$ cat config.mk
export PLATFORM = sky130hd
export DESIGN_NAME = transfer_setup_dev_flat
export DESIGN_NICKNAME = d
export VERILOG_FILES = /design/src/xfer_pkg.sv /design/src/proc_link.sv /design/src/transfer_setup_dev.sv /design/src/flat_wrapper.sv
export VERILOG_INCLUDE_DIRS = /design/src
export SDC_FILE = /design/constraint.sdc
export NUM_CORES = 1
export LEC_CHECK = 0
export BUFFER_PORTS_ARGS = -buffer_cell sky130_fd_sc_hd__clkbuf_2
export CAP_MARGIN = 20
export CORE_MARGIN = 2
export CORE_UTILIZATION = 56
export DETAILED_ROUTE_END_ITERATION = 16
export PLACE_DENSITY = 0.79
export SETUP_SLACK_MARGIN = 0.15
export SLEW_MARGIN = 20
export SYNTH_ARGS = -nofsm -noshare
export SYNTH_HDL_FRONTEND = slang
export SYNTH_SLANG_ARGS = --single-unit
$ cat constraint.sdc
create_clock -name mclk -period 5.2 [get_ports mclk]
set_input_delay 0 -clock mclk [delete_from_list [all_inputs] [get_ports mclk]]
set_output_delay 0 -clock mclk [all_outputs]
set_load 0.01 [all_outputs]
$ cat src/xfer_consts.svh
// Command codes, register layouts, reset values and host register offsets for the transfer setup link.
`ifndef XFER_CONSTS_SVH
`define XFER_CONSTS_SVH

// ----------------------------------------------------------------
// Command codes on the processor port
// ----------------------------------------------------------------
`define CMD_RD_SETUP    8'h21
`define CMD_WR_SETUP    8'ha1
`define CMD_RD_COUNT    8'h22
`define CMD_WR_COUNT    8'ha2
`define CMD_RD_DATA     8'h40
`define CMD_WR_DATA     8'hc0
`define CMD_WRITE_BIT   7

// ----------------------------------------------------------------
// Transfer setup register fields and reset values
// ----------------------------------------------------------------
`define SETUP_GATE_BIT  7
`define SETUP_BURST_LSB 5
`define SETUP_GO_BIT    4
`define SETUP_SEL_LSB   1
`define SETUP_DIR_BIT   0
`define SETUP_RESET     8'h00
`define COUNT_RESET     16'h0000

// ----------------------------------------------------------------
// Buffer memory layout, in 16-bit words
// ----------------------------------------------------------------
`define BUF_ADDR_W      6
`define BUF_WORDS       64
`define BASE_ISO_A      6'h00
`define BASE_ISO_B      6'h10
`define BASE_PERIODIC   6'h20
`define BASE_ASYNC      6'h30
`define BASE_DIRECT     6'h00

// ----------------------------------------------------------------
// Host controller APB register offsets
// ----------------------------------------------------------------
`define HOFS_CMD        8'h00
`define HOFS_RDATA      8'h04
`define HOFS_CTRL       8'h08
`define HOFS_DMA_WDATA  8'h0c
`define HOFS_STATUS     8'h10

`endif

$ cat src/xfer_pkg.sv
// Types shared by both ends of the transfer setup link.
package xfer_pkg;

  typedef enum logic [1:0] {
    BURST_SINGLE = 2'b00,
    BURST_FOUR   = 2'b01,
    BURST_EIGHT  = 2'b10,
    BURST_RSVD   = 2'b11
  } burst_e;

  typedef enum logic [2:0] {
    SEL_ISO_A    = 3'b000,
    SEL_ISO_B    = 3'b001,
    SEL_PERIODIC = 3'b010,
    SEL_ASYNC    = 3'b011
  } buf_sel_e;

  typedef enum logic [1:0] {
    H_IDLE    = 2'b01,
    H_WAIT_RD = 2'b10
  } host_state_e;

endpackage : xfer_pkg
$ cat src/proc_link.sv
// Processor port between the microprocessor side and the buffer transfer controller.
`timescale 1ns/1ps
interface proc_link;
  logic        cmd_stb;
  logic [7:0]  cmd_code;
  logic [15:0] cmd_wdata;
  logic        cmd_rvalid;
  logic [15:0] cmd_rdata;
  logic        transfer_request;
  logic        dma_ack;
  logic [15:0] dma_wdata;
  logic        dma_rvalid;
  logic [15:0] dma_rdata;
  logic        end_of_transfer;

  modport dev (
    input  cmd_stb, cmd_code, cmd_wdata, dma_ack, dma_wdata, end_of_transfer,
    output cmd_rvalid, cmd_rdata, transfer_request, dma_rvalid, dma_rdata
  );
  modport hst (
    output cmd_stb, cmd_code, cmd_wdata, dma_ack, dma_wdata, end_of_transfer,
    input  cmd_rvalid, cmd_rdata, transfer_request, dma_rvalid, dma_rdata
  );
endinterface : proc_link

$ cat src/transfer_setup_dev.sv
// Buffer transfer controller: setup and byte count registers, request generation and buffer memory.
`timescale 1ns/1ps
`include "xfer_consts.svh"

// Function
// Count gate set: byte counter governs transfer
// Request needs nonzero count and go bit
// Direction bit: 0 reads, 1 writes buffer
// Counter counts bytes for PIO and DMA
// Three-bit select picks list or direct addressing
// Software sets count gate for count effect
// Count reached raises internal end-of-transfer event
// End of transfer updates buffer state
// Byte count: 16-bit read/write, resets zero
// Setup register: read 21h, write A1h
// Byte count register: read 22h, write A2h
// Burst size: 1, 4, 8 words; 11 reserved
// Hardware clears go on completion; no request then
module transfer_setup_dev
  import xfer_pkg::*;
(
  input  wire logic        mclk,
  input  wire logic        rst,
  proc_link.dev            link,
  output logic             transfer_done_flag,
  output logic             buffer_state_update,
  output logic [2:0]       buffer_state_sel,
  output logic [1:0]       burst_size_select,
  output logic             direction_select
);

  // ----------------------------------------------------------------
  // Helpers
  // ----------------------------------------------------------------
  function automatic logic [3:0] burst_words(input logic [1:0] code);
    case (code)
      BURST_FOUR:  burst_words = 4'd4;
      BURST_EIGHT: burst_words = 4'd8;
      default:     burst_words = 4'd1;
    endcase
  endfunction : burst_words

  function automatic logic [`BUF_ADDR_W-1:0] buf_base(input logic [2:0] sel);
    if (sel[2]) begin
      buf_base = `BASE_DIRECT;
    end else begin
      case (sel)
        SEL_ISO_B:    buf_base = `BASE_ISO_B;
        SEL_PERIODIC: buf_base = `BASE_PERIODIC;
        SEL_ASYNC:    buf_base = `BASE_ASYNC;
        default:      buf_base = `BASE_ISO_A;
      endcase
    end
  endfunction : buf_base

  // ----------------------------------------------------------------
  // State
  // ----------------------------------------------------------------
  logic [7:0]             setup_r;
  logic [15:0]            count_r;
  logic [15:0]            moved_r;
  logic [`BUF_ADDR_W-1:0] ptr_r;
  logic [3:0]             burst_cnt_r;
  logic                   req_r;
  logic                   cmd_rvalid_r;
  logic [15:0]            cmd_rdata_r;
  logic                   dma_rvalid_r;
  logic [15:0]            dma_rdata_r;
  logic                   done_r;
  logic                   upd_r;
  logic [2:0]             upd_sel_r;
  logic [15:0]            mem [0:`BUF_WORDS-1];

  // ----------------------------------------------------------------
  // Decode
  // ----------------------------------------------------------------
  wire                   count_gate        = setup_r[`SETUP_GATE_BIT];
  wire                   transfer_go       = setup_r[`SETUP_GO_BIT];
  wire [2:0]             sel               = setup_r[`SETUP_SEL_LSB +: 3];
  wire                   dir_wr            = setup_r[`SETUP_DIR_BIT];
  wire [1:0]             burst_sel         = setup_r[`SETUP_BURST_LSB +: 2];
  wire                   wr_setup          = link.cmd_stb && link.cmd_code == `CMD_WR_SETUP;
  wire                   wr_count          = link.cmd_stb && link.cmd_code == `CMD_WR_COUNT;
  wire                   is_read           = link.cmd_stb && !link.cmd_code[`CMD_WRITE_BIT];
  wire                   pio_cmd           = link.cmd_stb &&
                                             (link.cmd_code == `CMD_RD_DATA || link.cmd_code == `CMD_WR_DATA);
  wire [15:0]            remain            = count_r - moved_r;
  wire                   armed             = count_gate && count_r != 16'h0000 && moved_r < count_r;
  wire                   pio_move          = pio_cmd && armed;
  wire                   dma_move          = link.dma_ack && req_r;
  wire                   move              = pio_move || dma_move;
  wire [15:0]            step              = (remain >= 16'h0002) ? 16'h0002 : remain;
  wire [15:0]            moved_nxt         = moved_r + step;
  wire                   reached           = move && moved_nxt >= count_r;
  wire                   eot_pin           = link.end_of_transfer && transfer_go;
  wire                   done              = reached || eot_pin;
  wire [3:0]             burst_cnt_nxt     = burst_cnt_r + 4'd1;
  wire                   burst_end         = dma_move && burst_cnt_nxt == burst_words(burst_sel);
  wire                   go_rise           = wr_setup && link.cmd_wdata[`SETUP_GO_BIT] && !transfer_go;
  wire [`BUF_ADDR_W-1:0] addr              = buf_base(sel) + ptr_r;
  wire [15:0]            wr_word           = pio_move ? link.cmd_wdata : link.dma_wdata;
  wire                   store             = dir_wr && (dma_move ||
                                             (pio_move && link.cmd_code[`CMD_WRITE_BIT]));
  wire                   req_nxt           = transfer_go && armed && !done && !burst_end &&
                                             !wr_setup && !wr_count;
  wire [15:0]            rd_mux            = (link.cmd_code == `CMD_RD_SETUP) ? {8'h00, setup_r} :
                                             (link.cmd_code == `CMD_RD_COUNT) ? count_r :
                                             (link.cmd_code == `CMD_RD_DATA && pio_move) ? mem[addr] :
                                             16'h0000;

  // ----------------------------------------------------------------
  // Registers
  // ----------------------------------------------------------------
  // A setup write in the same cycle as completion wins over the hardware clear of go,
  // so software that rearms at the last byte is not silently dropped.
  always_ff @(posedge mclk) begin
    if (rst) begin
      setup_r <= `SETUP_RESET;
    end else if (wr_setup) begin
      setup_r <= link.cmd_wdata[7:0];
    end else if (done) begin
      setup_r[`SETUP_GO_BIT] <= 1'b0;
    end
  end

  always_ff @(posedge mclk) begin
    if (rst) begin
      count_r <= `COUNT_RESET;
    end else if (wr_count) begin
      count_r <= link.cmd_wdata;
    end
  end

  always_ff @(posedge mclk) begin
    if (rst || wr_count || go_rise) begin
      moved_r <= 16'h0000;
      ptr_r   <= '0;
    end else if (move) begin
      moved_r <= moved_nxt;
      ptr_r   <= ptr_r + `BUF_ADDR_W'(1);
    end
  end

  always_ff @(posedge mclk) begin
    if (rst || !transfer_go || burst_end) begin
      burst_cnt_r <= 4'd0;
    end else if (dma_move) begin
      burst_cnt_r <= burst_cnt_nxt;
    end
  end

  always_ff @(posedge mclk) begin
    if (rst) begin
      req_r <= 1'b0;
    end else begin
      req_r <= req_nxt;
    end
  end

  // Direction picks whether a move stores into or fetches from the buffer memory.
  // A PIO read never stores, whatever the direction, so reading back cannot clobber the buffer.
  always_ff @(posedge mclk) begin
    if (store) begin
      mem[addr] <= wr_word;
    end
  end

  always_ff @(posedge mclk) begin
    if (rst) begin
      dma_rvalid_r <= 1'b0;
      dma_rdata_r  <= 16'h0000;
    end else begin
      dma_rvalid_r <= dma_move && !dir_wr;
      if (dma_move && !dir_wr) begin
        dma_rdata_r <= mem[addr];
      end
    end
  end

  always_ff @(posedge mclk) begin
    if (rst) begin
      cmd_rvalid_r <= 1'b0;
      cmd_rdata_r  <= 16'h0000;
    end else begin
      cmd_rvalid_r <= is_read;
      if (is_read) begin
        cmd_rdata_r <= rd_mux;
      end
    end
  end

  always_ff @(posedge mclk) begin
    if (rst) begin
      done_r    <= 1'b0;
      upd_r     <= 1'b0;
      upd_sel_r <= 3'b000;
    end else begin
      done_r <= done;
      upd_r  <= done;
      if (done) begin
        upd_sel_r <= sel;
      end
    end
  end

  // ----------------------------------------------------------------
  // Outputs
  // ----------------------------------------------------------------
  assign link.transfer_request = req_r;
  assign link.cmd_rvalid       = cmd_rvalid_r;
  assign link.cmd_rdata        = cmd_rdata_r;
  assign link.dma_rvalid       = dma_rvalid_r;
  assign link.dma_rdata        = dma_rdata_r;
  assign transfer_done_flag    = done_r;
  assign buffer_state_update   = upd_r;
  assign buffer_state_sel      = upd_sel_r;
  assign burst_size_select     = burst_sel;
  assign direction_select      = dir_wr;

endmodule : transfer_setup_dev

$ cat src/flat_wrapper.sv
// flat-port wrapper written by rule: the top's interface ports become plain ports
module transfer_setup_dev_flat import xfer_pkg::*;
  (mclk, rst, transfer_done_flag, buffer_state_update, buffer_state_sel, burst_size_select, direction_select, link_cmd_stb, link_cmd_code, link_cmd_wdata, link_dma_ack, link_dma_wdata, link_end_of_transfer, link_cmd_rvalid, link_cmd_rdata, link_transfer_request, link_dma_rvalid, link_dma_rdata);
  proc_link link_i ();
  input  wire logic mclk;
  input  wire logic rst;
  output logic transfer_done_flag;
  output logic buffer_state_update;
  output logic [2:0] buffer_state_sel;
  output logic [1:0] burst_size_select;
  output logic direction_select;
  input wire logic [$bits(link_i.cmd_stb)-1:0] link_cmd_stb;
  input wire logic [$bits(link_i.cmd_code)-1:0] link_cmd_code;
  input wire logic [$bits(link_i.cmd_wdata)-1:0] link_cmd_wdata;
  input wire logic [$bits(link_i.dma_ack)-1:0] link_dma_ack;
  input wire logic [$bits(link_i.dma_wdata)-1:0] link_dma_wdata;
  input wire logic [$bits(link_i.end_of_transfer)-1:0] link_end_of_transfer;
  output wire logic [$bits(link_i.cmd_rvalid)-1:0] link_cmd_rvalid;
  output wire logic [$bits(link_i.cmd_rdata)-1:0] link_cmd_rdata;
  output wire logic [$bits(link_i.transfer_request)-1:0] link_transfer_request;
  output wire logic [$bits(link_i.dma_rvalid)-1:0] link_dma_rvalid;
  output wire logic [$bits(link_i.dma_rdata)-1:0] link_dma_rdata;
  assign link_i.cmd_stb = link_cmd_stb;
  assign link_i.cmd_code = link_cmd_code;
  assign link_i.cmd_wdata = link_cmd_wdata;
  assign link_i.dma_ack = link_dma_ack;
  assign link_i.dma_wdata = link_dma_wdata;
  assign link_i.end_of_transfer = link_end_of_transfer;
  assign link_cmd_rvalid = link_i.cmd_rvalid;
  assign link_cmd_rdata = link_i.cmd_rdata;
  assign link_transfer_request = link_i.transfer_request;
  assign link_dma_rvalid = link_i.dma_rvalid;
  assign link_dma_rdata = link_i.dma_rdata;
  transfer_setup_dev u_core (.mclk(mclk), .rst(rst), .link(link_i), .transfer_done_flag(transfer_done_flag), .buffer_state_update(buffer_state_update), .buffer_state_sel(buffer_state_sel), .burst_size_select(burst_size_select), .direction_select(direction_select));
endmodule
==> flow_summary.toml <==
[cts]
cts_tree = "yes"
numCtsBuffers = 101
clockRootBuffer = "clkbuf_16"
cts_max_level = 3
clock_sinks = 1113
clkSlewWorstSetupHoldPaths_ps = 70
clk_latency_ps = 680
cts.path.max_buffers = 3

[route]
totalWireLength_um = 123000
drtIter0Drc = 4507
drtAntennaViolNets = 0
wl_per_cell_um = 29.6
drcViolationCount = 0
via_count = 28201
first_pass_iters = 8
avgViaCountPerCell = 6.81

[timing]
finalMaxSlewViolations = 0
min_period_ps = 5390
hold_viol = 0
finalCritPeriodShare = 1.04
fin_ws_ps = -185
finClkSkew_ps = 33.5
relSlewSlack = 0.195
fmax_ghz = 0.186
tns_ps = -886
rsz0062_at_grt = "yes"
setup_viol = 6
tightest_slew_ps = 1200

[setup_path]
path_buf_inv = 4
cp.required_ps = 5800
r2r-start = "u_core.count_r[0]"
rrSetupSlack_ps = -190
crit_family = "compound AO/OA/AOI/OAI gates"
cp_slowest_cell = "fa_2"
crit_fanout = 4
cpPeakStageDelay_ps = 410
crit_top_cell = "o21ai_1"
critical_path.reg2reg.endpoint = "u_core.buffer_state_sel[1]"
startpoint_type = "flip-flop"
end_kind = "flip-flop"
crit_arrival_ps = 5980
crit_type = "flip-flop to flip-flop"
r2r_cells = 29

[global_routing]
antenna_found_initial = 6
grt_start_max_net_pins = 105
grt_pass1_wl_um = 178000
grt.met1_usage = 0.408
top_usage_layer = "met2"
overflow = 0
use_met2 = 0.487
grt_pass1_vias = 27462
met3_usage = 0.0720
track_usage = 0.309

[floorplan]
rows = 101
die-height_um = 281
die_x_um = 281
core_area_um2 = 75900
start_util = 0.565
top_level_ports = 88
fp.dieArea_um2 = 78900

[final_layout]
multiInputGateArea_um2 = 9860
finish.instance_area_um2 = 49900
drive_gt1_frac = 0.182
nFillCells = 4868
regArea_um2 = 32500
final_nets = 3125
syn2layout_area_growth_pct = 16.3

[logic_synthesis]
yosysUniqueCellTypes = 75
synthTopCellsByArea = "edfxtp_1 72%, a22oi_1 5.4%, dfxtp_1 4.2%, a221oi_1 2.3%, a22o_1 2.3%"
synthCells = 2698
yosys_warnings = 0
netlist.area_leader.share = 0.716
async_flop_share = 0
yosysTopAreaCell = "edfxtp_1"
synth_area_um2 = 42900
ys.flop_type = "edfxtp_1"
ys_seq_area_frac = 0.758
syn_area_per_cell_um2 = 15.9
synth_edf_count = 1024
ys_seq_elements = 1113
synthTopCellsByCount = "1,024 x edfxtp_1, 308 x a22oi_1, 148 x nor2_1, 113 x a221oi_1, 111 x a22o_1"
yosys.cell_count.top_type = "edfxtp_1"

[power]
ir_drop_uv = 266
leakage_nw = 16.3
p_per_area_nw_per_um2 = 347

[place]
port_buffers = 87
placed_area_um2 = 46000
gp_congestion = 0.932
dpl.hpwl_um = 71900

[job]
cap_violations = 0

[hold_path]
hold_end = "u_core.setup_r[6]"
hold_path_depth = 6
hp-start = "link_cmd_code[3]"
hold_path_class = "primary input to flip-flop"

[status]
status = "complete, but fails checks"
violations = "setup timing"
## layout by cell type (no fill, tap or decap), drive strengths merged, types with 48 or more instances in the layout
master  instances
edfxtp       1024
a22oi         308
buf           256
clkbuf        217
nor2          148
a221oi        113
a22o          111
a31oi         106
nand2         106
dfxtp          89
a21oi          79
ha             51
inv            48
## state kept, by name (all words and copies together), names as in the netlist
name	cells
u_core.link.transfer_request	1
u_core.count_r	16
u_core.buffer_state_sel	3
u_core.ptr_r	6
u_core.setup_r	8
u_core.mem	1024
u_core.link.dma_rdata	16
u_core.link.dma_rvalid	1
u_core.link.cmd_rdata	16
u_core.transfer_done_flag	1
u_core.burst_cnt_r	4
u_core.link.cmd_rvalid	1
u_core.moved_r	16
## tightest hold or removal path, stage by stage
cell	delay [ps]
clkbuf_2	80
or4b_2	130
nor3_2	40
buf_4	200
mux2i_1	140
nor2_1	70
## repair_timing
| action | CTS | global route |
|---|---|---|
| setup endpoints to repair | 6 | 6 |
| gates resized for setup | 36 | 12 |
| pin swaps | 27 | 15 |
| endpoints found under the hold margin | 44 | 0 |
| buffers inserted | 7 | 4 |
| hold buffers | 39 | 0 |
## worst max-delay path by stage
stage / startpoint / end / slack (ps) / depth (start not counted)
3_5_place_dp: u_core.count_r[0] / u_core.buffer_state_sel[1] / -450 / 29
3_3_place_gp: u_core.count_r[0] / u_core.buffer_state_sel[0] / -390 / 29
6_report: u_core.count_r[0] / u_core.buffer_state_sel[1] / -190 / 29
5_1_grt: u_core.count_r[0] / u_core.buffer_state_sel[1] / -440 / 28
4_1_cts: u_core.count_r[0] / u_core.buffer_state_sel[1] / -170 / 29
2_1_floorplan: u_core.count_r[0] / u_core.buffer_state_sel[0] / 160 / 28
## final cells by class
type,count,share of cell area
Sequential cell,1113,0.652
Clock buffer,130,0.0532
Inverter,46,0.00346
Clock inverter,57,0.0111
Tap cell,1030,0.0258
Multi-Input combinational cell,1383,0.197
Antenna cell,2,0.000100
Timing Repair Buffer,382,0.0572
## through the flow
stage / setup WS, ps / power [mW] / instances / utilization / hold slack, ps
2_1_floorplan: 157 / 10.1 / 2710 / - / 136
3_5_place_dp: -449 / 10.2 / 3904 / 0.606 / 262
4_1_cts: -169 / 17.3 / 4137 / 0.656 / 12.6
5_1_grt: -442 / 17.7 / 4141 / 0.657 / 51.3
3_3_place_gp: -386 / 10.2 / 3903 / 0.606 / 270
6_report: -185 / 17.3 / 4143 / 0.657 / 35.3
## cell families (layout without fill, tap and decap cells)
family                     Yosys count  count (layout)  share of synthesized area
and+or+nand+nor                    425             425                     0.0479
DFF                               1113            1113                      0.758
adders and majority gates           53              53                     0.0158
AOI/OAI and AO/OA                  832             832                      0.145
xor gates and xnor gates            30              30                    0.00612
other                                1              15                  0.0000874
muxes                               30              30                    0.00746
buffers and inverters              214             615                     0.0200
## metal layers
metal  wire length (µm)  vias to the layer above
met2              56700                     2345
met5                 34                        -
li1                   -                    11666
met3              15500                      402
met4               6710                        4
met1              43800                    13784
## report_power, final
part           internal (mW)  switching (mW)  leakage, nW
registers               9.76         0.00306         9.92
logic                 0.0756           0.225         4.79
clock network           4.03            3.22         1.56
total                   13.9            3.44         16.3
Note: power is estimated with default switching activity, not from simulation.
